$ cat src/include/pss_defines.svh
// Constants of the position selector switch
//
// Overview of operation
// - Advance edge steps up, wraps to one
// - Code word used only within range
// - Code above limit: range alarm 3 s, except while stepping
// - Advance timeout mode: apply after inactivity
// - Advance confirm missing: discard, alarm 3 s
// - Advance confirm edge applies, only confirm mode
// - Code bit 2 MSB; zero is rest
// - Code timeout mode: apply after last change
// - Code confirm edge applies, else alarm 3 s
// - Stepping and coded sequences lock out mutually
// - Separate confirm inputs and modes per source
// - Applied position saved to non-volatile store
// - Recall policy restores; bad value gives zero
// - Follow policy: zero plus alarm, then code
// - Failed sync: position zero, start-up alarm
// - Follow-then-recall falls back to stored value
// - Log position changes and confirm timeouts
// - Change-initiated and in-use notices
`ifndef PSS_DEFINES_SVH
`define PSS_DEFINES_SVH
`define PSS_CLK_HZ        32'h0BEB_C200
`define PSS_TICK_HZ       32'h0000_03E8
`define PSS_ALARM_MS      16'h0BB8
`define PSS_POWER_CYC_MS  16'h0028
`define PSS_POS_ZERO      3'h0
`define PSS_POS_ONE       3'h1
`define PSS_MODE_TIMEOUT  1'b0
`define PSS_MODE_CONFIRM  1'b1
`endif

$ cat src/include/pss_pkg.sv
// Types of the position selector switch
`default_nettype none
package pss_pkg;
   typedef enum logic [1:0] {
      PSS_PWR_RECALL,
      PSS_PWR_FOLLOW,
      PSS_PWR_FOLLOW_RECALL
   } pss_policy_t;

   typedef struct packed {
      logic       advanceMode;
      logic       codeMode;
      logic [2:0] upperLimit;
      logic [15:0] timeoutMs;
      logic       logEnable;
   } pss_config_t;

   typedef struct packed {
      logic       valid;
      logic [1:0] kind;
      logic [2:0] position;
   } pss_event_t;

   typedef enum logic [1:0] {
      PSS_EV_POSITION,
      PSS_EV_ADV_TIMEOUT,
      PSS_EV_CODE_TIMEOUT
   } pss_event_kind_t;
endpackage
`default_nettype wire

$ cat src/rtl/pss_selector.sv
// Position selector switch logic
`include "pss_defines.svh"
`default_nettype none
module pss_selector #(
   parameter int NOTICE_MS = 1000,
   parameter int TICK_DIV  = `PSS_CLK_HZ / `PSS_TICK_HZ
) (
   // Clock and reset
   input  wire logic                  clock,
   input  wire logic                  sys_rst,
   // Configuration
   input  wire pss_pkg::pss_config_t  cfg,
   input  wire pss_pkg::pss_policy_t  startupPolicy,
   // Discrete inputs
   input  wire logic                  advance,
   input  wire logic                  advanceConfirm,
   input  wire logic                  code_bit_0,
   input  wire logic                  code_bit_1,
   input  wire logic                  code_bit_2,
   input  wire logic                  code_confirm,
   // Non-volatile store
   input  wire logic [2:0]            nvStoredPos,
   output logic                       nvWrite,
   output logic [2:0]                 nvWriteData,
   // Position outputs
   output logic [7:1]                 positionOneHot,
   output logic [2:0]                 positionWord,
   output logic [2:0]                 preselectPos,
   // Alarms
   output logic                       rangeAlarm,
   output logic                       advance_confirm_alarm,
   output logic                       codeConfirmAlarm,
   output logic                       startup_alarm,
   // Notices and log
   output logic                       changeNotice,
   output logic                       inUseNotice,
   output pss_pkg::pss_event_t        logEvent
);
   typedef enum logic [2:0] {
      ST_POWERUP,
      ST_IDLE,
      ST_STEP,
      ST_CODE
   } pss_state_t;

   pss_state_t  state_r;
   logic [17:0] divCnt_r;
   logic        tick;
   logic [4:0]  sync1_r;
   logic [4:0]  sync2_r;
   logic [4:0]  prev_r;
   logic        advS1_r;
   logic        advS2_r;
   logic        advPrev_r;
   logic        advEdge;
   logic        advAckRise;
   logic        codeAckRise;
   logic [2:0]  codeWord;
   logic        codeChange;
   logic [15:0] toCnt_r;
   logic [15:0] puCnt_r;
   logic [15:0] rangeCnt_r;
   logic [15:0] advAlmCnt_r;
   logic [15:0] codeAlmCnt_r;
   logic [15:0] noticeCnt_r;
   logic [15:0] useCnt_r;
   logic [2:0]  applied_r;
   logic        applyNow;
   logic [2:0]  applyPos;
   logic        advTimeout;
   logic        codeTimeout;
   logic        puAlarm_r;
   logic        codeInRange;

   always_ff @(posedge clock) begin
      if (sys_rst || divCnt_r == 18'(TICK_DIV - 1)) begin
         divCnt_r <= '0;
      end else begin
         divCnt_r <= divCnt_r + 18'h0_0001;
      end
   end
   assign tick = (divCnt_r == 18'(TICK_DIV - 1));

   always_ff @(posedge clock) begin
      if (sys_rst) begin
         sync1_r <= '0;
         sync2_r <= '0;
         prev_r  <= '0;
      end else begin
         sync1_r <= {code_confirm, advanceConfirm, code_bit_2, code_bit_1, code_bit_0};
         sync2_r <= sync1_r;
         prev_r  <= sync2_r;
      end
   end

   // Code decoded with bit 2 as MSB
   assign codeWord    = sync2_r[2:0];
   assign codeChange  = (sync2_r[2:0] != prev_r[2:0]);
   assign codeInRange = (codeWord != `PSS_POS_ZERO) && (codeWord <= cfg.upperLimit);
   assign advAckRise  = sync2_r[3] & ~prev_r[3];
   assign codeAckRise = sync2_r[4] & ~prev_r[4];

   always_ff @(posedge clock) begin
      if (sys_rst) begin
         advS1_r   <= 1'b0;
         advS2_r   <= 1'b0;
         advPrev_r <= 1'b0;
      end else begin
         advS1_r   <= advance;
         advS2_r   <= advS1_r;
         advPrev_r <= advS2_r;
      end
   end
   assign advEdge = advS2_r & ~advPrev_r;

   assign advTimeout  = (state_r == ST_STEP) && tick && (toCnt_r + 16'h0001 >= cfg.timeoutMs);
   assign codeTimeout = (state_r == ST_CODE) && tick && (toCnt_r + 16'h0001 >= cfg.timeoutMs);

   // Sequence control and apply decision
   always_comb begin
      applyNow = 1'b0;
      applyPos = preselectPos;
      unique case (state_r)
         ST_POWERUP: begin
            if (tick && puCnt_r + 16'h0001 >= `PSS_POWER_CYC_MS) begin
               applyNow = 1'b1;
               if (startupPolicy == pss_pkg::PSS_PWR_RECALL) begin
                  applyPos = (nvStoredPos <= cfg.upperLimit) ? nvStoredPos : `PSS_POS_ZERO;
               end else if (codeInRange) begin
                  applyPos = codeWord;
               end else if (startupPolicy == pss_pkg::PSS_PWR_FOLLOW_RECALL &&
                            nvStoredPos <= cfg.upperLimit) begin
                  applyPos = nvStoredPos;
               end else begin
                  applyPos = `PSS_POS_ZERO;
               end
            end
         end
         ST_STEP: begin
            if (cfg.advanceMode == `PSS_MODE_TIMEOUT) begin
               applyNow = advTimeout && !advEdge;
            end else begin
               applyNow = advAckRise;
            end
         end
         ST_CODE: begin
            if (cfg.codeMode == `PSS_MODE_TIMEOUT) begin
               applyNow = codeTimeout && !codeChange;
            end else begin
               applyNow = codeAckRise;
            end
         end
         default: begin
            applyNow = 1'b0;
         end
      endcase
   end

   always_ff @(posedge clock) begin
      if (sys_rst) begin
         state_r      <= ST_POWERUP;
         preselectPos <= `PSS_POS_ZERO;
         toCnt_r      <= '0;
      end else begin
         unique case (state_r)
            ST_POWERUP: begin
               if (applyNow) begin
                  state_r <= ST_IDLE;
               end
            end
            ST_IDLE: begin
               toCnt_r <= '0;
               if (advEdge) begin
                  state_r      <= ST_STEP;
                  preselectPos <= (applied_r >= cfg.upperLimit) ? `PSS_POS_ONE
                                                                : applied_r + `PSS_POS_ONE;
               end else if (codeChange && codeInRange) begin
                  state_r      <= ST_CODE;
                  preselectPos <= codeWord;
               end
            end
            ST_STEP: begin
               if (advEdge) begin
                  toCnt_r      <= '0;
                  preselectPos <= (preselectPos >= cfg.upperLimit) ? `PSS_POS_ONE
                                                                   : preselectPos + `PSS_POS_ONE;
               end else if (applyNow || advTimeout) begin
                  state_r <= ST_IDLE;
               end else if (tick) begin
                  toCnt_r <= toCnt_r + 16'h0001;
               end
            end
            ST_CODE: begin
               if (codeChange) begin
                  toCnt_r <= '0;
                  if (codeInRange) begin
                     preselectPos <= codeWord;
                  end
               end else if (applyNow || codeTimeout) begin
                  state_r <= ST_IDLE;
               end else if (tick) begin
                  toCnt_r <= toCnt_r + 16'h0001;
               end
            end
            default: begin
               state_r <= ST_IDLE;
            end
         endcase
      end
   end

   // Power-up delay counter and start-up alarm
   always_ff @(posedge clock) begin
      if (sys_rst) begin
         puCnt_r   <= '0;
         puAlarm_r <= 1'b0;
      end else if (state_r == ST_POWERUP) begin
         puAlarm_r <= (startupPolicy != pss_pkg::PSS_PWR_RECALL);
         if (tick) begin
            puCnt_r <= puCnt_r + 16'h0001;
         end
         if (applyNow) begin
            puAlarm_r <= (applyPos == `PSS_POS_ZERO);
         end
      end else if (applyNow && applyPos != `PSS_POS_ZERO) begin
         puAlarm_r <= 1'b0;
      end
   end
   assign startup_alarm = puAlarm_r;

   // Applied position and non-volatile write
   always_ff @(posedge clock) begin
      if (sys_rst) begin
         applied_r   <= `PSS_POS_ZERO;
         nvWrite     <= 1'b0;
         nvWriteData <= `PSS_POS_ZERO;
      end else begin
         nvWrite <= 1'b0;
         if (applyNow) begin
            applied_r   <= applyPos;
            nvWrite     <= 1'b1;
            nvWriteData <= applyPos;
         end
      end
   end

   always_ff @(posedge clock) begin
      if (sys_rst) begin
         positionWord <= `PSS_POS_ZERO;
      end else begin
         positionWord <= applied_r;
      end
   end
   for (genvar i = 1; i <= 7; i++) begin : g_hot
      always_ff @(posedge clock) begin
         if (sys_rst) begin
            positionOneHot[i] <= 1'b0;
         end else begin
            positionOneHot[i] <= (applied_r == 3'(i));
         end
      end
   end

   // Hold timers for alarms and notices
   function automatic logic [15:0] holdNext(input logic start, input logic [15:0] cnt,
                                            input logic [15:0] len);
      if (start) begin
         return len;
      end else if (tick && cnt != 16'h0000) begin
         return cnt - 16'h0001;
      end
      return cnt;
   endfunction

   always_ff @(posedge clock) begin
      if (sys_rst) begin
         rangeCnt_r   <= '0;
         advAlmCnt_r  <= '0;
         codeAlmCnt_r <= '0;
         noticeCnt_r  <= '0;
         useCnt_r     <= '0;
      end else begin
         rangeCnt_r   <= holdNext(codeChange && codeWord > cfg.upperLimit &&
                                  state_r != ST_STEP, rangeCnt_r, `PSS_ALARM_MS);
         advAlmCnt_r  <= holdNext(advTimeout && cfg.advanceMode == `PSS_MODE_CONFIRM &&
                                  !applyNow && !advEdge, advAlmCnt_r, `PSS_ALARM_MS);
         codeAlmCnt_r <= holdNext(codeTimeout && cfg.codeMode == `PSS_MODE_CONFIRM &&
                                  !applyNow && !codeChange, codeAlmCnt_r, `PSS_ALARM_MS);
         noticeCnt_r  <= holdNext(advEdge && state_r != ST_CODE && state_r != ST_POWERUP,
                                  noticeCnt_r, 16'(NOTICE_MS));
         useCnt_r     <= holdNext(applyNow, useCnt_r, 16'(NOTICE_MS));
      end
   end
   assign rangeAlarm            = (rangeCnt_r != 16'h0000);
   assign advance_confirm_alarm = (advAlmCnt_r != 16'h0000);
   assign codeConfirmAlarm      = (codeAlmCnt_r != 16'h0000);
   assign changeNotice          = (noticeCnt_r != 16'h0000);
   assign inUseNotice           = (useCnt_r != 16'h0000);

   always_ff @(posedge clock) begin
      if (sys_rst) begin
         logEvent <= '0;
      end else begin
         logEvent <= '0;
         if (cfg.logEnable) begin
            if (applyNow && applyPos != applied_r) begin
               logEvent <= {1'b1, pss_pkg::PSS_EV_POSITION, applyPos};
            end else if (advTimeout && cfg.advanceMode == `PSS_MODE_CONFIRM &&
                         !applyNow && !advEdge) begin
               logEvent <= {1'b1, pss_pkg::PSS_EV_ADV_TIMEOUT, preselectPos};
            end else if (codeTimeout && cfg.codeMode == `PSS_MODE_CONFIRM &&
                         !applyNow && !codeChange) begin
               logEvent <= {1'b1, pss_pkg::PSS_EV_CODE_TIMEOUT, preselectPos};
            end
         end
      end
   end
endmodule // pss_selector
`default_nettype wire

$ cat config.mk
export PLATFORM = sky130hd
export DESIGN_NAME = pss_selector
export DESIGN_NICKNAME = d
export VERILOG_FILES = /design/src/include/pss_pkg.sv /design/src/rtl/pss_selector.sv
export VERILOG_INCLUDE_DIRS = /design/src /design/src/include
export SDC_FILE = /design/constraint.sdc
export NUM_CORES = 1
export LEC_CHECK = 0
export CAP_MARGIN = 20
export CORE_MARGIN = 4
export CORE_UTILIZATION = 61
export CTS_CLUSTER_DIAMETER = 50
export CTS_CLUSTER_SIZE = 24
export DETAILED_ROUTE_END_ITERATION = 6
export DONT_BUFFER_PORTS = 1
export PLACE_DENSITY = 0.88
export SLEW_MARGIN = 20
export SYNTH_ARGS = -nofsm -noshare
export SYNTH_HDL_FRONTEND = slang
export SYNTH_SLANG_ARGS = --single-unit
$ cat constraint.sdc
create_clock -name clock -period 10.2 [get_ports clock]
set_input_delay 2.04 -clock clock [delete_from_list [all_inputs] [get_ports clock]]
set_output_delay 2.04 -clock clock [all_outputs]
set_load 0.05 [all_outputs]
### Word-level counts from Yosys, hierarchy flattened

Index checks and enable logic that the tools add are counted.

| cells by class | value |
|---|---|
| reductions and logical operators | 54 |
| eq/ne operators | 27 |
| magnitude comparators | 7 |
| multiplexer cells | 64 |
| bitwise operators | 7 |
| $add $sub $neg | 10 |

Operators by type and width:

| cell | number |
|---|---|
| 16-bit two-way mux | 15 |
| 16-bit nonzero test | 5 |
| 16-bit by 1-bit subtractor with 16-bit output, second input constant | 5 |
| 3-bit two-way mux | 20 |
| 16-bit case mux with 3 select lines | 1 |
| 16-bit by 1-bit adder with 16-bit output, second input constant | 2 |
| 1-bit logical AND | 27 |
| 1-bit two-way mux | 22 |
| 18-bit by 1-bit adder with 18-bit output, second input constant | 1 |
| 18-bit equality test, second input constant | 1 |
| 6-bit two-way mux | 3 |
| 16-bit >= comparator | 1 |
| 16-bit by 6-bit >= comparator with 1-bit output, second input constant | 1 |
| 3-bit by 2-bit equality test with 1-bit output, second input constant | 4 |
| 3-bit equality test, second input constant | 4 |
| 2-bit inequality test, second input constant | 6 |
| 3-bit case mux with 4 select lines | 1 |
| 3-bit nonzero test | 4 |
| 3-bit inequality test, second input constant | 3 |
| 3-bit case mux with 3 select lines | 1 |
| 3-bit by 1-bit adder with 3-bit output, second input constant | 2 |
| 3-bit by 1-bit equality test with 1-bit output, second input constant | 2 |
| 3-bit >= comparator | 2 |
| 3-bit less-or-equal comparator | 2 |
| other kinds (20) | 34 |

| storage, ports and cells | value |
|---|---|
| input bits | 35 |
| output and inout port bits | 29 |
| flip-flop bits (word level) | 175 |

### Depth between registers and ports, before layout

| depth | value |
|---|---|
| depth in word-level cells | 12 |
| depth in mapped cells | 17 |
| gate-level depth less buffers | 16 |

### Worst setup path before layout

Ideal clock, no wire load.

| path | value |
|---|---|
| path type | in2reg |
| from | input cfg[18] in the netlist's numbering |
| to | register rangeCnt_r[13] |
| setup slack | 5.696 ns |
| arrival | 4.382 ns |
| stages | 11 |
| cells stage by stage | inv_1 > ha_1 > nor2b_1 > o311ai_0 > or3_1 > clkbuf_1 > a2111oi_4 > nand2_2 > or4_1 > xor2_1 > nor2_1 |

| on the way | value |
|---|---|
| word-level cells in the longest chain between the ends | 5 |
| elaborated cells between the ends (all ways) | 6 |
| those cells by class | 1 x order compare; 3 x mux; 2 x reduce/logical |

Ends and longest elaborated chain:

| element | line | source |
|---|---|---|
| from (decl) | pss_selector.sv:12 | `input wire pss_pkg::pss_config_t cfg,` |
| 3-bit > comparator (*) | pss_selector.sv:283 | `rangeCnt_r <= holdNext(codeChange && codeWord > cfg.upperLimit &&` |
| 1-bit logical AND (*) (2 in series) | pss_selector.sv:283 |  |
| 1-bit two-way mux | pss_selector.sv:267 | `if (start) begin` |
| 1-bit two-way mux | pss_selector.sv:276 | `if (sys_rst) begin` |
| to (signal assigned) | pss_selector.sv:283 |  |
| to (decl) | pss_selector.sv:62 | `logic [15:0] rangeCnt_r;` |

Every way passes the cells marked *; elsewhere a longest branch is shown, timed or not. The select of a mux whose other input is x is not followed.
A chain may end at the register's enable or synchronous reset.

### Worst setup path after layout

| path | value |
|---|---|
| from | register useCnt_r[4] |
| to | output inUseNotice |

| on the way | value |
|---|---|
| word-level cells in the longest chain between the ends | 1 |

Ends and longest elaborated chain:

| element | line | source |
|---|---|---|
| from (decl) | pss_selector.sv:66 | `logic [15:0] useCnt_r;` |
| from (signal assigned) | pss_selector.sv:291 | `useCnt_r <= holdNext(applyNow, useCnt_r, 16'(NOTICE_MS));` |
| 16-bit nonzero test | pss_selector.sv:298 | `assign inUseNotice = (useCnt_r != 16'h0000);` |
| to (decl) | pss_selector.sv:36 | `output logic inUseNotice,` |

Every way passes these cells.

==> impl_metrics.json <==
{
  "num_io_pins": 64,
  "grt_pass1_wl_mm": 32.53,
  "yosysWarnings": 0,
  "fillerInstances": 1080,
  "relSlewSlack_pct": 37.99,
  "cp.depth": 4,
  "synth.ff_latch_count": 174,
  "finalSetupTns_ns": 0,
  "fmax_mhz": 208.4,
  "instances_no_fill": 1214,
  "synth_nets": 1117,
  "path_clk_slew_ns": 0.07,
  "rsz0062_at_grt": "false",
  "num_rows": 43,
  "coreArea_um2": 14100,
  "syn2layout_area_growth_pct": 8.001,
  "cp_top_family": "simple AND/OR/NAND/NOR gates",
  "hold_violations": 0,
  "hold_buffers": 0,
  "cpMaxStageDelayCell": "or4_1",
  "yosys.area_share.xor_xnor_pct": 11.73,
  "drive_above_1_share_pct": 5.609,
  "synth.area.top_cells": "dfxtp_1, ha_1, xnor2_1, xor2_1, nor2_1",
  "synthSimpleGateAreaFrac_pct": 25.91,
  "grt_overflow": 0,
  "viasPerCell": 6.049,
  "die-area_um2": 16560,
  "synth-edff-count": 0,
  "critPathMaxFanout": 6,
  "cp-startpoint": "useCnt_r[4]",
  "timing.rr.start": "toCnt_r[0]",
  "antenna_found_initial": 0,
  "post-cts-setup-buffer-count": 0,
  "clock_latency_ns": 0.44,
  "n_antenna_cell": 0,
  "grt_use_total_pct": 23.97,
  "reg2reg_slack_ns": 5.65,
  "syn_avg_cell_area_um2": 8.557,
  "fin_ws_ns": 5.401,
  "ys_types": 74,
  "p_leak_nw": 3.768,
  "syn_inst": 1038,
  "ant_nets": 0,
  "synth_adder_area_share_pct": 6.198,
  "fin_worst_skew_ns": 0.01010,
  "worst_pin_slew_ns": 0.9289,
  "cts_tree": "yes",
  "synth_compound_area_share_pct": 13.02,
  "drc": 0,
  "fin_crit_ns": 4.799,
  "ir_worst_vdd_mv": 0.1431,
  "grt_pass1_vias": 6851,
  "hold_depth": 1,
  "finalPower_mw": 1.441,
  "clk_path_buf_depth": 2,
  "r2r_cells": 16,
  "worstSetupEndpointType": "output port",
  "slowest_delay_ns": 0.61,
  "grt_max_degree": 92,
  "first_pass_iters": 5,
  "clkSinkCount": 174,
  "synthMuxAreaShare_pct": 0.5916,
  "port_buffers": 0,
  "cts_resized": 0,
  "worst-setup-path-type": "reg -> out",
  "hold_class": "reg -> reg",
  "finalSetupViolCount": 0,
  "worstPathRequired_ns": 8.16,
  "gp_congestion": 0.9353,
  "r2r_end": "useCnt_r[1]",
  "numPlacedInstances": 1182,
  "holdPathEnd": "sync2_r[0]",
  "syn_area_um2": 8882,
  "cp_num_buf_inv": 1,
  "start_util_pct": 63.01,
  "vias": 7343,
  "root_buffer": "clkbuf_16",
  "die_w_um": 128.7,
  "synth_flop_cell": "dfxtp_1",
  "crit_chain": "or4_1, or4_1, nor3_2, inv_1",
  "htreeDepth": 4,
  "synth_top_family_by_area": "simple AND/OR/NAND/NOR gates",
  "cts_made_buffers": 17,
  "layout_worst_path_cycle_share_pct": 47.05,
  "async_flop_share_pct": 0,
  "drt_iter0_markers": 606,
  "synth_common_cells": "dfxtp_1, nor2_1, nand2_1",
  "status": "complete, no violations",
  "wl_mm": 19.35,
  "cp_data_arrival_time_ns": 2.76,
  "max-cap-violations": 0,
  "ys_seq_area_share_pct": 39.22,
  "dieHeight_um": 128.7,
  "finalNetCount": 1100,
  "hpwl_mm": 13.27,
  "power_density_nw_per_um2": 150.2,
  "place_ws_ns": 5.238,
  "yosysMostFrequentCell": "dfxtp_1",
  "final-max-slew-violation-count": 0,
  "crit_top_cell": "or4_1",
  "synth_top_area_cell": "dfxtp_1",
  "wire_per_inst_um": 15.94,
  "synth_top_area_share_pct": 39.22,
  "worstHoldStart": "sync1_r[0]",
  "start_kind": "flop"
}
-- registers in the layout, summed over array words and instances (netlist names), 2 cells and up --
register and flops:
divCnt_r 18, advAlmCnt_r 16, codeAlmCnt_r 16, noticeCnt_r 16, puCnt_r 16, rangeCnt_r 16
toCnt_r 16, useCnt_r 16, positionOneHot 7, logEvent 6, prev_r 5, sync1_r 5
sync2_r 5, applied_r 3, positionWord 3, preselectPos 3, state_r 2
-- logic make-up (layout without fill, tap and decap cells) --
| family | count (synthesis) | in the layout |
|---|---|---|
| multiplexers | 5 | 5 |
| AO/OA/AOI/OAI | 171 | 171 |
| adder cells (fa/ha/maj) | 44 | 44 |
| XOR/XNOR | 119 | 119 |
| AND/OR/NAND/NOR | 448 | 448 |
| flip-flops | 174 | 174 |
| buffers and inverters | 77 | 73 |
-- per-layer routing --
metal  global-route usage [%]  up-vias  wire length [µm]  share of wire [%]
met3                    7.389       39              1460                7.5
met5                        0        -                 0                  0
met4                    7.659        0               343                1.8
met1                    31.01     3440              8539                 44
met2                    38.41      261              9009                 47
li1                         -     3603                 -                  -
-- how the worst max path moves through the flow --
stage,slack (ns),endpoint
6_report,5.40,inUseNotice
2_1_floorplan,5.70,rangeCnt_r[13]
4_1_cts,5.41,inUseNotice
5_1_grt,5.28,useCnt_r[1]
3_5_place_dp,5.24,toCnt_r[2]
3_3_place_gp,5.38,toCnt_r[7]
-- power breakdown --
group	total, mW	internal, mW	switching (mW)
sequential	0.697	0.688	0.00897
combinational	0.0708	0.0244	0.0463
clock	0.673	0.388	0.285
total	1.44	1.10	0.340
-- metrics by stage --
stage | utilization [%] | area (µm²) | hold WS (ns)
after floorplan | - | 8882 | 0.4138
after global placement | 63.64 | 8971 | 0.4187
after detailed placement | 63.64 | 8971 | 0.4226
after CTS | 67.97 | 9580 | 0.4378
after global routing | 68.05 | 9593 | 0.4503
final | 68.05 | 9593 | 0.4376
-- cell usage in the layout, fill, tap and decap left out, drive strengths merged, types with 14 or more instances in the layout --
cell type  netlist  final
nor4            16     16
dfxtp          174    174
nand3           37     37
xnor2           60     60
xor2            59     59
clkbuf          29     17
nor3            35     35
nor2b           28     28
nor2           133    133
and3            31     31
ha              44     44
or3             18     18
o21ai           26     26
a22o            14     14
nand2           80     80
a21oi           63     63
inv             40     45
-- layout make-up --
cell class              count  area, µm²  area share [%]
clock buffers              17      425.4           4.435
clock inverters            15      183.9           1.917
inverters                  41      153.9           1.604
multi-input cells         787       5121           53.38
flip-flops and latches    174       3483           36.31
well taps                 180      225.2           2.348
Note: power is estimated with default switching activity, not from simulation.
